<file path="src/gis_pkg.sv">
// Shared constants, carriers and state layout for the interrupt source selector
package gis_pkg;

   // Widths
   localparam int GIS_DW       = 8;
   localparam int GIS_AW       = 24;
   localparam int GIS_AD_LINES = 8;
   localparam int GIS_PC_LINES = 4;
   localparam int GIS_LINES    = 12;
   localparam int GIS_EXC_W    = 4;
   localparam int GIS_PRIO_W   = 2;
   localparam int GIS_PINS_W   = 21;

   // Documented register offsets
   localparam logic [23:0] GIS_OFS_ALT_SRC  = 24'hFFE10C;
   localparam logic [23:0] GIS_OFS_PORT_SEL = 24'hFFE10E;
   localparam logic [23:0] GIS_OFS_EDGE_SEL = 24'hFFE10F;
   localparam logic [23:0] GIS_OFS_PC_SEL   = 24'hFFE12E;

   // Controller registers
   localparam logic [23:0] GIS_OFS_STAT_LO  = 24'hFFE0E0;
   localparam logic [23:0] GIS_OFS_STAT_HI  = 24'hFFE0E1;
   localparam logic [23:0] GIS_OFS_SET_LO   = 24'hFFE0E2;
   localparam logic [23:0] GIS_OFS_SET_HI   = 24'hFFE0E3;
   localparam logic [23:0] GIS_OFS_EN_LO    = 24'hFFE0E4;
   localparam logic [23:0] GIS_OFS_EN_HI    = 24'hFFE0E5;
   localparam logic [23:0] GIS_OFS_PRIO0    = 24'hFFE0E6;
   localparam logic [23:0] GIS_OFS_PRIO1    = 24'hFFE0E7;
   localparam logic [23:0] GIS_OFS_PRIO2    = 24'hFFE0E8;
   localparam logic [23:0] GIS_OFS_CTRL     = 24'hFFE0E9;
   localparam logic [23:0] GIS_OFS_EXC_STAT = 24'hFFE0EA;

   // Field positions and writable masks
   localparam int          GIS_CMP_BIT     = 7;
   localparam int          GIS_DBG_BIT     = 0;
   localparam int          GIS_POLL_BIT    = 0;
   localparam logic [7:0]  GIS_ALT_WR_MASK = 8'h81;
   localparam logic [7:0]  GIS_PC_WR_MASK  = 8'h0F;
   localparam logic [1:0]  GIS_PRIO_TOP    = 2'h2;

   // Values after reset
   localparam logic [7:0]  GIS_REG_RST     = 8'h00;
   localparam logic [11:0] GIS_LINES_RST   = 12'h000;
   localparam logic [23:0] GIS_PRIO_RST    = 24'h000000;
   localparam logic [3:0]  GIS_EXC_RST     = 4'h0;

   typedef struct packed {
      logic        wr;
      logic        rd;
      logic [23:0] addr;
      logic [7:0]  wdata;
   } gis_bus_req_s;

   typedef struct packed {
      logic       cmp;
      logic [3:0] port_c;
      logic [7:0] port_d;
      logic [7:0] port_a;
   } gis_pins_s;

   typedef struct packed {
      logic       valid;
      logic [1:0] level;
      logic [3:0] line;
   } gis_vec_s;

   typedef struct packed {
      logic [7:0]  alt_src;
      logic [7:0]  port_sel;
      logic [7:0]  edge_sel;
      logic [7:0]  pc_sel;
      logic [11:0] status;
      logic [11:0] enable;
      logic [23:0] prio;
      logic        polled;
      logic [3:0]  exc_status;
      logic [7:0]  rdata;
      logic [11:0] req_pulse;
      gis_vec_s    vec;
   } gis_state_s;

   localparam gis_state_s GIS_STATE_RST = '{
      alt_src:    GIS_REG_RST,
      port_sel:   GIS_REG_RST,
      edge_sel:   GIS_REG_RST,
      pc_sel:     GIS_REG_RST,
      status:     GIS_LINES_RST,
      enable:     GIS_LINES_RST,
      prio:       GIS_PRIO_RST,
      polled:     1'b0,
      exc_status: GIS_EXC_RST,
      rdata:      GIS_REG_RST,
      req_pulse:  GIS_LINES_RST,
      vec:        '0
   };

endpackage

</file>
<file path="src/gis_sync_edge.sv">
// Two-stage pin synchroniser with rising and falling edge pulses
`timescale 1ns/10ps
`default_nettype none
module gis_sync_edge
   import gis_pkg::*;
#(
   parameter int W = GIS_PINS_W
) (
   // Clock, reset, enable
   input  wire logic         core_clk_in,
   input  wire logic         rst_n_in,
   input  wire logic         ce_in,
   // Asynchronous pins
   input  wire logic [W-1:0] pin_in,
   // Edge pulses
   output logic      [W-1:0] rise_out,
   output logic      [W-1:0] fall_out
);

   typedef struct packed {
      logic [W-1:0] s1;
      logic [W-1:0] s2;
      logic [W-1:0] prev;
   } gis_se_state_s;

   gis_se_state_s st_r;
   gis_se_state_s st_nxt;

   always_comb begin
      st_nxt      = st_r;
      st_nxt.s1   = pin_in;
      st_nxt.s2   = st_r.s1;
      st_nxt.prev = st_r.s2;
   end

   always_ff @(posedge core_clk_in) begin
      if (!rst_n_in) begin
         st_r <= '0;
      end else if (ce_in) begin
         st_r <= st_nxt;
      end
   end

   // Edges seen only after both stages
   assign rise_out = st_r.s2 & ~st_r.prev;
   assign fall_out = ~st_r.s2 & st_r.prev;

endmodule
`default_nettype wire

</file>
<file path="src/gis_irq_sel.sv">
// Interrupt source selection and request controller
//
// Chosen here: the address-and-strobe port.
`timescale 1ns/10ps
`default_nettype none
// Overview of operation
// Comparator bit set routes comparator to line 7, clear routes pin 7 edge
// Debug bit set routes debugger request to line 0, clear routes pin 0
// Software writes zeros to alternate-source bits 6 to 1
// Port-select bit picks Port A pin at 0, Port D pin at 1
// Edge bit picks falling edge at 0, rising edge at 1
// Port C selection bit passes DMA request at 0, pin event at 1
// Software writes zeros to Port C selection bits 7 to 4
// Eight single-edge selectable lines plus four lines firing on both edges
// Each request line gets one of three programmable priority levels
// Software may assert any request line directly
// Exception requests ignore masks and polling and always signal the CPU
// In polled mode vectoring stops while request flags stay readable
// Comparator on line 7 raises requests on both transitions
// Pins synchronised before edge detection; each edge gives one-cycle pulse
module gis_irq_sel
   import gis_pkg::*;
(
   // Clock, reset, enable
   input  wire logic                 core_clk_in,
   input  wire logic                 rst_n_in,
   input  wire logic                 ce_in,
   // Register port
   input  wire gis_bus_req_s         bus_in,
   output logic      [GIS_DW-1:0]    rdata_out,
   // Asynchronous sources
   input  wire gis_pins_s            pins_in,
   // Same-clock sources
   input  wire logic                 dbg_req_in,
   input  wire logic [3:0]           dma_req_in,
   input  wire logic [GIS_EXC_W-1:0] exc_req_in,
   // CPU acknowledge
   input  wire logic                 ack_in,
   input  wire logic [3:0]           ack_line_in,
   // Requests toward the CPU
   output logic      [GIS_LINES-1:0] line_req_out,
   output logic                      irq_out,
   output gis_vec_s                  vec_out,
   output logic                      exc_out
);

   gis_state_s          st_r;
   gis_state_s          st_nxt;
   logic [GIS_PINS_W-1:0] rise;
   logic [GIS_PINS_W-1:0] fall;
   logic [GIS_LINES-1:0]  ev;

   gis_sync_edge #(
      .W (GIS_PINS_W)
   ) u_sync_edge (
      .core_clk_in (core_clk_in),
      .rst_n_in    (rst_n_in),
      .ce_in       (ce_in),
      .pin_in      (pins_in),
      .rise_out    (rise),
      .fall_out    (fall)
   );

   // Pin bit positions inside the synchronised vector
   localparam int PA0  = 0;
   localparam int PD0  = 8;
   localparam int PC0  = 16;
   localparam int PCMP = 20;

   // Source selection per request line
   always_comb begin
      logic r_sel;
      logic f_sel;
      r_sel = 1'b0;
      f_sel = 1'b0;
      ev    = '0;
      for (int i = 0; i < GIS_AD_LINES; i++) begin
         r_sel = st_r.port_sel[i] ? rise[PD0+i] : rise[PA0+i];
         f_sel = st_r.port_sel[i] ? fall[PD0+i] : fall[PA0+i];
         ev[i] = st_r.edge_sel[i] ? r_sel : f_sel;
      end
      if (st_r.alt_src[GIS_CMP_BIT]) begin
         ev[7] = rise[PCMP] | fall[PCMP];
      end
      if (st_r.alt_src[GIS_DBG_BIT]) begin
         ev[0] = dbg_req_in;
      end
      for (int j = 0; j < GIS_PC_LINES; j++) begin
         ev[GIS_AD_LINES+j] = st_r.pc_sel[j] ? (rise[PC0+j] | fall[PC0+j])
                                             : dma_req_in[j];
      end
   end

   // Register port, request status and priority pick
   always_comb begin
      logic [11:0] set_v;
      logic [11:0] clr_v;
      logic [11:0] pend;
      logic [1:0]  lvl;
      logic [1:0]  best;
      logic        found;
      logic [3:0]  line;
      logic [3:0]  exc_clr;
      set_v   = ev;
      clr_v   = '0;
      pend    = '0;
      lvl     = '0;
      best    = '0;
      found   = 1'b0;
      line    = '0;
      exc_clr = '0;
      st_nxt  = st_r;
      st_nxt.rdata     = GIS_REG_RST;
      st_nxt.req_pulse = ev;

      if (bus_in.wr) begin
         if (bus_in.addr == GIS_OFS_ALT_SRC) begin
            st_nxt.alt_src = bus_in.wdata & GIS_ALT_WR_MASK;
         end else if (bus_in.addr == GIS_OFS_PORT_SEL) begin
            st_nxt.port_sel = bus_in.wdata;
         end else if (bus_in.addr == GIS_OFS_EDGE_SEL) begin
            st_nxt.edge_sel = bus_in.wdata;
         end else if (bus_in.addr == GIS_OFS_PC_SEL) begin
            st_nxt.pc_sel = bus_in.wdata & GIS_PC_WR_MASK;
         end else if (bus_in.addr == GIS_OFS_STAT_LO) begin
            clr_v[7:0] = bus_in.wdata;
         end else if (bus_in.addr == GIS_OFS_STAT_HI) begin
            clr_v[11:8] = bus_in.wdata[3:0];
         end else if (bus_in.addr == GIS_OFS_SET_LO) begin
            set_v[7:0] = set_v[7:0] | bus_in.wdata;
         end else if (bus_in.addr == GIS_OFS_SET_HI) begin
            set_v[11:8] = set_v[11:8] | bus_in.wdata[3:0];
         end else if (bus_in.addr == GIS_OFS_EN_LO) begin
            st_nxt.enable[7:0] = bus_in.wdata;
         end else if (bus_in.addr == GIS_OFS_EN_HI) begin
            st_nxt.enable[11:8] = bus_in.wdata[3:0];
         end else if (bus_in.addr == GIS_OFS_PRIO0) begin
            st_nxt.prio[7:0] = bus_in.wdata;
         end else if (bus_in.addr == GIS_OFS_PRIO1) begin
            st_nxt.prio[15:8] = bus_in.wdata;
         end else if (bus_in.addr == GIS_OFS_PRIO2) begin
            st_nxt.prio[23:16] = bus_in.wdata;
         end else if (bus_in.addr == GIS_OFS_CTRL) begin
            st_nxt.polled = bus_in.wdata[GIS_POLL_BIT];
         end else if (bus_in.addr == GIS_OFS_EXC_STAT) begin
            exc_clr = bus_in.wdata[3:0];
         end
      end

      if (bus_in.rd) begin
         if (bus_in.addr == GIS_OFS_ALT_SRC) begin
            st_nxt.rdata = st_r.alt_src;
         end else if (bus_in.addr == GIS_OFS_PORT_SEL) begin
            st_nxt.rdata = st_r.port_sel;
         end else if (bus_in.addr == GIS_OFS_EDGE_SEL) begin
            st_nxt.rdata = st_r.edge_sel;
         end else if (bus_in.addr == GIS_OFS_PC_SEL) begin
            st_nxt.rdata = st_r.pc_sel;
         end else if (bus_in.addr == GIS_OFS_STAT_LO) begin
            st_nxt.rdata = st_r.status[7:0];
         end else if (bus_in.addr == GIS_OFS_STAT_HI) begin
            st_nxt.rdata = {4'h0, st_r.status[11:8]};
         end else if (bus_in.addr == GIS_OFS_EN_LO) begin
            st_nxt.rdata = st_r.enable[7:0];
         end else if (bus_in.addr == GIS_OFS_EN_HI) begin
            st_nxt.rdata = {4'h0, st_r.enable[11:8]};
         end else if (bus_in.addr == GIS_OFS_PRIO0) begin
            st_nxt.rdata = st_r.prio[7:0];
         end else if (bus_in.addr == GIS_OFS_PRIO1) begin
            st_nxt.rdata = st_r.prio[15:8];
         end else if (bus_in.addr == GIS_OFS_PRIO2) begin
            st_nxt.rdata = st_r.prio[23:16];
         end else if (bus_in.addr == GIS_OFS_CTRL) begin
            st_nxt.rdata = {7'h00, st_r.polled};
         end else if (bus_in.addr == GIS_OFS_EXC_STAT) begin
            st_nxt.rdata = {4'h0, st_r.exc_status};
         end
      end

      // Acknowledge clears the vectored line; ignored while polling
      if (ack_in && !st_r.polled && ack_line_in < 4'(GIS_LINES)) begin
         clr_v[ack_line_in] = 1'b1;
      end

      // Set wins over clear
      st_nxt.status     = (st_r.status & ~clr_v) | set_v;
      st_nxt.exc_status = (st_r.exc_status & ~exc_clr) | exc_req_in;

      // Highest level wins, lowest line on a tie; code 3 acts as top level
      pend = st_r.status & st_r.enable;
      for (int k = 0; k < GIS_LINES; k++) begin
         lvl = st_r.prio[2*k +: 2];
         if (lvl > GIS_PRIO_TOP) begin
            lvl = GIS_PRIO_TOP;
         end
         if (pend[k] && (!found || lvl > best)) begin
            found = 1'b1;
            best  = lvl;
            line  = 4'(k);
         end
      end
      st_nxt.vec.valid = found && !st_r.polled;
      st_nxt.vec.level = best;
      st_nxt.vec.line  = line;
   end

   always_ff @(posedge core_clk_in) begin
      if (!rst_n_in) begin
         st_r <= GIS_STATE_RST;
      end else if (ce_in) begin
         st_r <= st_nxt;
      end
   end

   assign rdata_out    = st_r.rdata;
   assign line_req_out = st_r.req_pulse;
   assign vec_out      = st_r.vec;
   assign irq_out      = !st_r.polled && |(st_r.status & st_r.enable);
   assign exc_out      = |st_r.exc_status;
endmodule
`default_nettype wire

</file>
<file path="config.mk">
export PLATFORM = sky130hd
export DESIGN_NAME = gis_irq_sel
export DESIGN_NICKNAME = d
export VERILOG_FILES = /design/src/gis_pkg.sv /design/src/gis_sync_edge.sv /design/src/gis_irq_sel.sv
export SDC_FILE = /design/constraint.sdc
export NUM_CORES = 1
export LEC_CHECK = 0
export BUFFER_PORTS_ARGS = -buffer_cell sky130_fd_sc_hd__buf_2
export CORE_ASPECT_RATIO = 1.4
export CORE_MARGIN = 2
export CORE_UTILIZATION = 59
export CTS_CLUSTER_DIAMETER = 60
export CTS_CLUSTER_SIZE = 12
export DETAILED_ROUTE_END_ITERATION = 10
export PLACE_DENSITY = 0.8
export SYNTH_ARGS = -nofsm -noshare
export SYNTH_HDL_FRONTEND = slang
export SYNTH_HIERARCHICAL = 1
export SYNTH_SLANG_ARGS = --single-unit
</file>
<file path="constraint.sdc">
create_clock -name core_clk_in -period 16.9 [get_ports core_clk_in]
set_input_delay 0 -clock core_clk_in [delete_from_list [all_inputs] [get_ports core_clk_in]]
set_output_delay 0 -clock core_clk_in [all_outputs]
set_load 0.01 [all_outputs]
</file>
[Yosys cells after proc, flatten, opt, wreduce, memory -nomap -nowiden]
Index checks and enable logic that the tools add are counted.
Word-level totals
  output and inout port bits: 29
  input bits: 72
  flip-flop bits (word level): 165
  word-level logic and storage cells: 272
Cells by class
  mux-type cells: 128
  magnitude comparators: 26
  reduce and logical (&&, ||, !) cells: 51
  bitwise operators: 32
  eq/ne operators: 15
Operators with widths (number)
  $eq A24 B24 Y1 const B: 15
  $mux W12: 13
  $mux W4: 32
  $mux W8: 14
  $mux W2: 24
  $mux W1: 44
  $and A21 B21 Y21: 2
  $not A21 Y21: 2
  $and A12 B12 Y12: 2
  $gt A2 B2 Y1 const B: 12
  $or A12 B12 Y12: 2
  $gt A2 B2 Y1: 11
  $logic_and A1 B1 Y1: 16
  $reduce_and A16 Y1: 1
  $reduce_and A15 Y1: 1
  $reduce_and A14 Y1: 1
  $not A1 Y1: 13
  $reduce_and A13 Y1: 1
  $logic_not A1 Y1: 12
  $not A12 Y12: 1
  $reduce_and A12 Y1: 1
  $reduce_or A12 Y1: 1
  $logic_or A1 B1 Y1: 11
  $reduce_and A11 Y1: 1
  other kinds (14): 19

[Logic depth before layout (Yosys ltp)]
  depth in word-level cells: 48
  depth in mapped cells: 72
  gate-level depth less buffers: 72

[By module]
The synthesis kept the hierarchy.
Modules (own cells, without submodules)
  gis_irq_sel: area each 6389.9 um^2, seq. area each 2042.0 um^2, cells each 808, times used 1
  gis_sync_edge: area each 2702.6 um^2, seq. area each 1261.2 um^2, cells each 244, times used 1

[Least setup slack after synthesis]
Ideal clock, no wire load.
  kind: register to register
  from: reg st_r[68] (netlist name)
  to: reg st_r, in the netlist vec_out[4]
  cell stages (with the launch flop): 66
  arrival: 11879 ps
  clock period less this slack: 12004 ps
  required time: 16776 ps
  slack: 4896 ps
  library setup time: 124 ps
  buffers on the path: 0
  path through: dfxtp_1 -> nand2_1 -> nor3b_1 -> ha_1 -> nand2_1 -> o2111ai_1 -> a21bo_2 -> and2_1 -> ha_1 -> nor2b_1 -> o2111ai_1 -> and2_1 -> a21o_1 -> ha_1 -> nor2b_1 -> o21ai_0 -> a21oi_1 -> a311oi_1 -> (+30 left out) -> ha_1 -> nand2_1 -> o21ai_0 -> a21o_1 -> a41oi_1 -> inv_1 -> ha_1 -> nor2b_1 -> o21ai_0 -> a21o_1 -> mux2i_1 -> ha_1 -> nand2_1 -> o21ai_0 -> a21oi_1 -> o31ai_1 -> nor4_1 -> nor3_1
On the way
  cells in the longest elaborated chain, start to end: 46
  elaborated cells between the ends (all ways): 68
  classes of those cells: 11 x order compare; 23 x mux; 1 x bitwise; 33 x reduce/logical
RTL lines
  start: declaration: RTL line gis_irq_sel.sv:47  | gis_state_s st_r;
  start signal: assignment: RTL line gis_irq_sel.sv:211  | st_r <= st_nxt;
  $and A12 B12 Y12 (*): RTL line gis_irq_sel.sv:190  | pend = st_r.status & st_r.enable;
  $mux W2 / $mux W1 (equally long branches): RTL line gis_irq_sel.sv:196  | if (pend[k] && (!found || lvl > best)) begin
  $gt A2 B2 Y1 / $logic_not A1 Y1 (equally long branches): RTL line gis_irq_sel.sv:196
  $logic_or A1 B1 Y1: RTL line gis_irq_sel.sv:196
  $logic_and A1 B1 Y1: RTL line gis_irq_sel.sv:196
  $mux W2 / $mux W1 (equally long branches): RTL line gis_irq_sel.sv:196
  $gt A2 B2 Y1 / $logic_not A1 Y1 (equally long branches): RTL line gis_irq_sel.sv:196
  $logic_or A1 B1 Y1: RTL line gis_irq_sel.sv:196
  (+30 left out)
  $gt A2 B2 Y1 / $logic_not A1 Y1 (equally long branches): RTL line gis_irq_sel.sv:196
  $logic_or A1 B1 Y1: RTL line gis_irq_sel.sv:196
  $logic_and A1 B1 Y1: RTL line gis_irq_sel.sv:196
  $mux W2 / $mux W1 (equally long branches): RTL line gis_irq_sel.sv:196
  $gt A2 B2 Y1 / $logic_not A1 Y1 (equally long branches): RTL line gis_irq_sel.sv:196
  $logic_or A1 B1 Y1: RTL line gis_irq_sel.sv:196
  $logic_and A1 B1 Y1: RTL line gis_irq_sel.sv:196
  $mux W2 (*): RTL line gis_irq_sel.sv:196
Mark *: on every way between the ends. The rest lies on a longest branch, timed or not.
A chain may end at the register's enable or synchronous reset.

[Final worst setup path]
  from: reg st_r[68] (netlist name)
  to: reg st_r, in the netlist vec_out[2]
On the way
  cells in the longest elaborated chain, start to end: 46
  elaborated cells between the ends (all ways): 76
  classes of those cells: 11 x order compare; 31 x mux; 1 x bitwise; 33 x reduce/logical
RTL lines (RTL line)
  $and A12 B12 Y12 (*): gis_irq_sel.sv:190
  $mux W2 / $mux W1 (equally long branches): gis_irq_sel.sv:196
  $gt A2 B2 Y1 / $logic_not A1 Y1 (equally long branches): gis_irq_sel.sv:196
  $logic_or A1 B1 Y1: gis_irq_sel.sv:196
  $logic_and A1 B1 Y1: gis_irq_sel.sv:196
  $mux W2 / $mux W1 (equally long branches): gis_irq_sel.sv:196
  $gt A2 B2 Y1 / $logic_not A1 Y1 (equally long branches): gis_irq_sel.sv:196
  $logic_or A1 B1 Y1: gis_irq_sel.sv:196
  (+30 left out)
  $gt A2 B2 Y1 / $logic_not A1 Y1 (equally long branches): gis_irq_sel.sv:196
  $logic_or A1 B1 Y1: gis_irq_sel.sv:196
  $logic_and A1 B1 Y1: gis_irq_sel.sv:196
  $mux W2 / $mux W1 (equally long branches): gis_irq_sel.sv:196
  $gt A2 B2 Y1 / $logic_not A1 Y1 (equally long branches): gis_irq_sel.sv:196
  $logic_or A1 B1 Y1: gis_irq_sel.sv:196
  $logic_and A1 B1 Y1: gis_irq_sel.sv:196
  $mux W4 (*): gis_irq_sel.sv:196
Marked as above.

==> out/results.txt <==
Status -> complete, no violations
Grt met1 use -> 33.7%
Layout cells sized above 1 -> 14.7%
Total of warnings raised by yosys -> 6
Clk Latency, worst-skew pair -> 0.44 ns
R2r endpoint -> vec_out[2]
Number of vias per cell -> 6.03
Slew of the pin with the lowest slew margin -> 1.09 ns
Remaining antenna violation count after routing -> 0
CP dominant cell by count -> ha_1
Post-place setup slack -> 3.44 ns
Hold WC Path Type -> input port to flip-flop
Root Buffer -> clkbuf_16
Reg area -> 3300 sq um
Drt drc -> 0
Crit Path Class -> flip-flop to flip-flop
Setup TNS -> 0 ns
Register area share after synthesis -> 36.3%
Antenna Diode Count -> 0
Die width -> 109 um
Worst Hold End -> st_r[69]
Vias in the first global route -> 7621
Largest net degree at the start of global routing -> 72
I/O pins -> 101
Minimum clock period -> 13.62 ns
RSZ-0062 raised after global routing -> no
Mapped Nets -> 1143
Sink Count -> 165
Slowest stage cell, crit path -> dfxtp_1
Synth area leader -> dfxtp_1
CTS tree -> yes
Core area -> 15100 sq um
Critical path launch point type -> flip-flop
Worst Setup End Kind -> flip-flop
# hold bufs at CTS -> 32
Met3 Usage GRT -> 4.60%
Final setup fails -> 0
# fillers -> 1144
Worst-path clk slew -> 0.07 ns
Power Dens Cells -> 83.1 nW/um^2
Post-synthesis sequential element count -> 165
Die Ht -> 151 um
P&R area growth vs syn -> 12.4%
First-pass GRT wire length -> 37500 um
Setup ws final -> 3.28 ns
Period utilization -> 80.6%
Setup bufs post-CTS -> 0
Crit-path max FO -> 8
Ranking of synthesized cells by area -> dfxtp_1 (36%), mux2i_1 (14%), nor2b_1 (7.9%), nand2_1 (4.7%), nor2_1 (4.3%)
Mapped Area -> 9090 sq um
Worst EP required -> 17.27 ns
VDD IR max -> 0.0000894 V
Most used DFF post-synth -> dfxtp_1
Std cell rows -> 53
Fin. Hold Viols -> 0
CP Data Arrival Time -> 13.99 ns
Hold_sp -> bus_in[1]
Die ar. -> 16400 sq um
Inserted Clock Buffers -> 17
Drt pass-1 iters -> 8
Min-Delay Path Depth -> 3
Final Cell Area -> 10200 sq um
Initial antenna violation count -> 0
GR peak layer -> met2
Mapped Avg Cell Area -> 8.64 sq um
Placed Area -> 9310 sq um
Final WL -> 23800 um
Slew margin rel. -> 26.9%
Slew Limit Fails -> 0
Routed WL per cell -> 18.0 um
Critical Path Max Stage Delay -> 0.44 ns
Area of the multi-input gates -> 5180 sq um
Gpl congestion -> 0.947
Initial core utilization -> 60.4%
Yosys cell types -> 83
Post-CTS Resized -> 0
Synth top cells by count -> dfxtp_1 (165), mux2i_1 (124), nor2b_1 (115), nand2_1 (113), nor2_1 (105)
R2R depth -> 66
FF-to-FF Start -> st_r[68]
Initial DRC Count -> 769
Asr flop ratio synth -> 0%
Clk buf depth -> 2
Synth top area share -> 36.3%
Port buffer count -> 100
Detailed Place HPWL -> 16700 um
Clk_skew -> 0.0193 ns
EDFF count, synth -> 0
Max H-tree Level -> 4
Total grt overflow -> 0
Vias -> 7982
Cells after synthesis -> 1052
Maximum clock frequency -> 0.0734 GHz
Max-Cap Viols -> 0
Most common cell in the netlist -> dfxtp_1
Met2 usage -> 51.2%
R2R Setup Slk -> 3.28 ns
GRT Overall Usage -> 29.3%
Leakage -> 4.31 nW
Fin util -> 67.9%
Nets@finish -> 1209
layout by cell type, fill, tap and decap left out, types with 4 or more instances in the layout:
master	count
buf_4	4
nand2_1	113
nor2b_1	115
nand2b_1	17
o21ai_0	31
a21oi_1	72
o2111ai_1	5
mux4_2	9
a22oi_1	9
buf_2	99
nor3_1	7
clkbuf_16	17
o211ai_1	5
clkinv_4	4
dlygate4sd3_1	32
nand4_1	6
ha_1	19
a222oi_1	4
nor3b_1	4
nand3_1	27
and2_1	7
nor4_1	4
a21o_1	7
o22ai_1	4
and3_1	6
dfxtp_1	165
a31oi_1	16
mux2i_1	124
inv_1	14
nor2_1	105
cell type report:
| class | count | share of cell area, % |
|---|---|---|
| flip-flops and latches | 165 | 32.3 |
| well taps | 192 | 2.35 |
| multi-input cells | 784 | 50.8 |
| clock inverters | 14 | 1.43 |
| repair buffers | 135 | 8.28 |
| clock buffers | 18 | 4.30 |
| inverters | 15 | 0.551 |
per-layer routing:
metal  wire (um)  part of all wire [%]
met5           0                     0
met4        1160                   4.9
met3        1220                   5.1
met2       12100                    51
met1        9320                    39
metrics by stage:
step                power, mW  hold WS, ns  std cells
CTS                     0.849      0.00418       1323
global placement        0.467        0.254       1259
floorplan               0.452        0.128       1052
finish                  0.849      0.00290       1323
detailed placement      0.469        0.261       1259
global route            0.870       0.0492       1323
worst max-delay path, delay by kind of cell (launching register included):
kind,cells,cell delay (ns)
simple gates,20,3.22
compound gates,30,5.98
fa+ha+maj,11,3.08
mux,2,0.61
buf+inv,3,0.20
flops,1,0.44
report_power, final:
part           leakage [nW]  switching [mW]  internal (mW)
combinational          2.69          0.0352         0.0285
sequential             1.34         0.00633          0.397
clock                 0.283           0.171          0.211
total                  4.31           0.212          0.636
worst max path at each step:
stage	startpoint	endpoint	slack, ns	cells after the start
final	st_r[68]	vec_out[2]	3.28	66
after CTS	st_r[68]	vec_out[2]	3.41	66
after detailed placement	st_r[68]	vec_out[2]	3.44	66
after global routing	st_r[68]	vec_out[2]	1.61	69
after floorplan	st_r[68]	vec_out[4]	4.90	65
after global placement	st_r[68]	vec_out[2]	3.94	65
state kept, by name (all words and copies together) (netlist names):
register / cells
u_sync_edge/st_nxt: 42
rdata_out: 8
u_sync_edge/st_r: 21
line_req_out: 12
vec_out: 7
st_r: 75
logic make-up (layout without fill, tap and decap cells):
group                    after synthesis  after routing  share of synthesized area (%)
AO/OA/AOI/OAI                        189            189                           13.3
XOR/XNOR                               1              1                         0.0963
adder cells (fa/ha/maj)               19             19                           2.61
buffers and inverters                103            182                           6.65
flip-flops                           165            165                           36.3
multiplexers                         136            136                           16.3
AND/OR/NAND/NOR                      439            439                           24.8
Note: power is estimated with default switching activity, not from simulation.
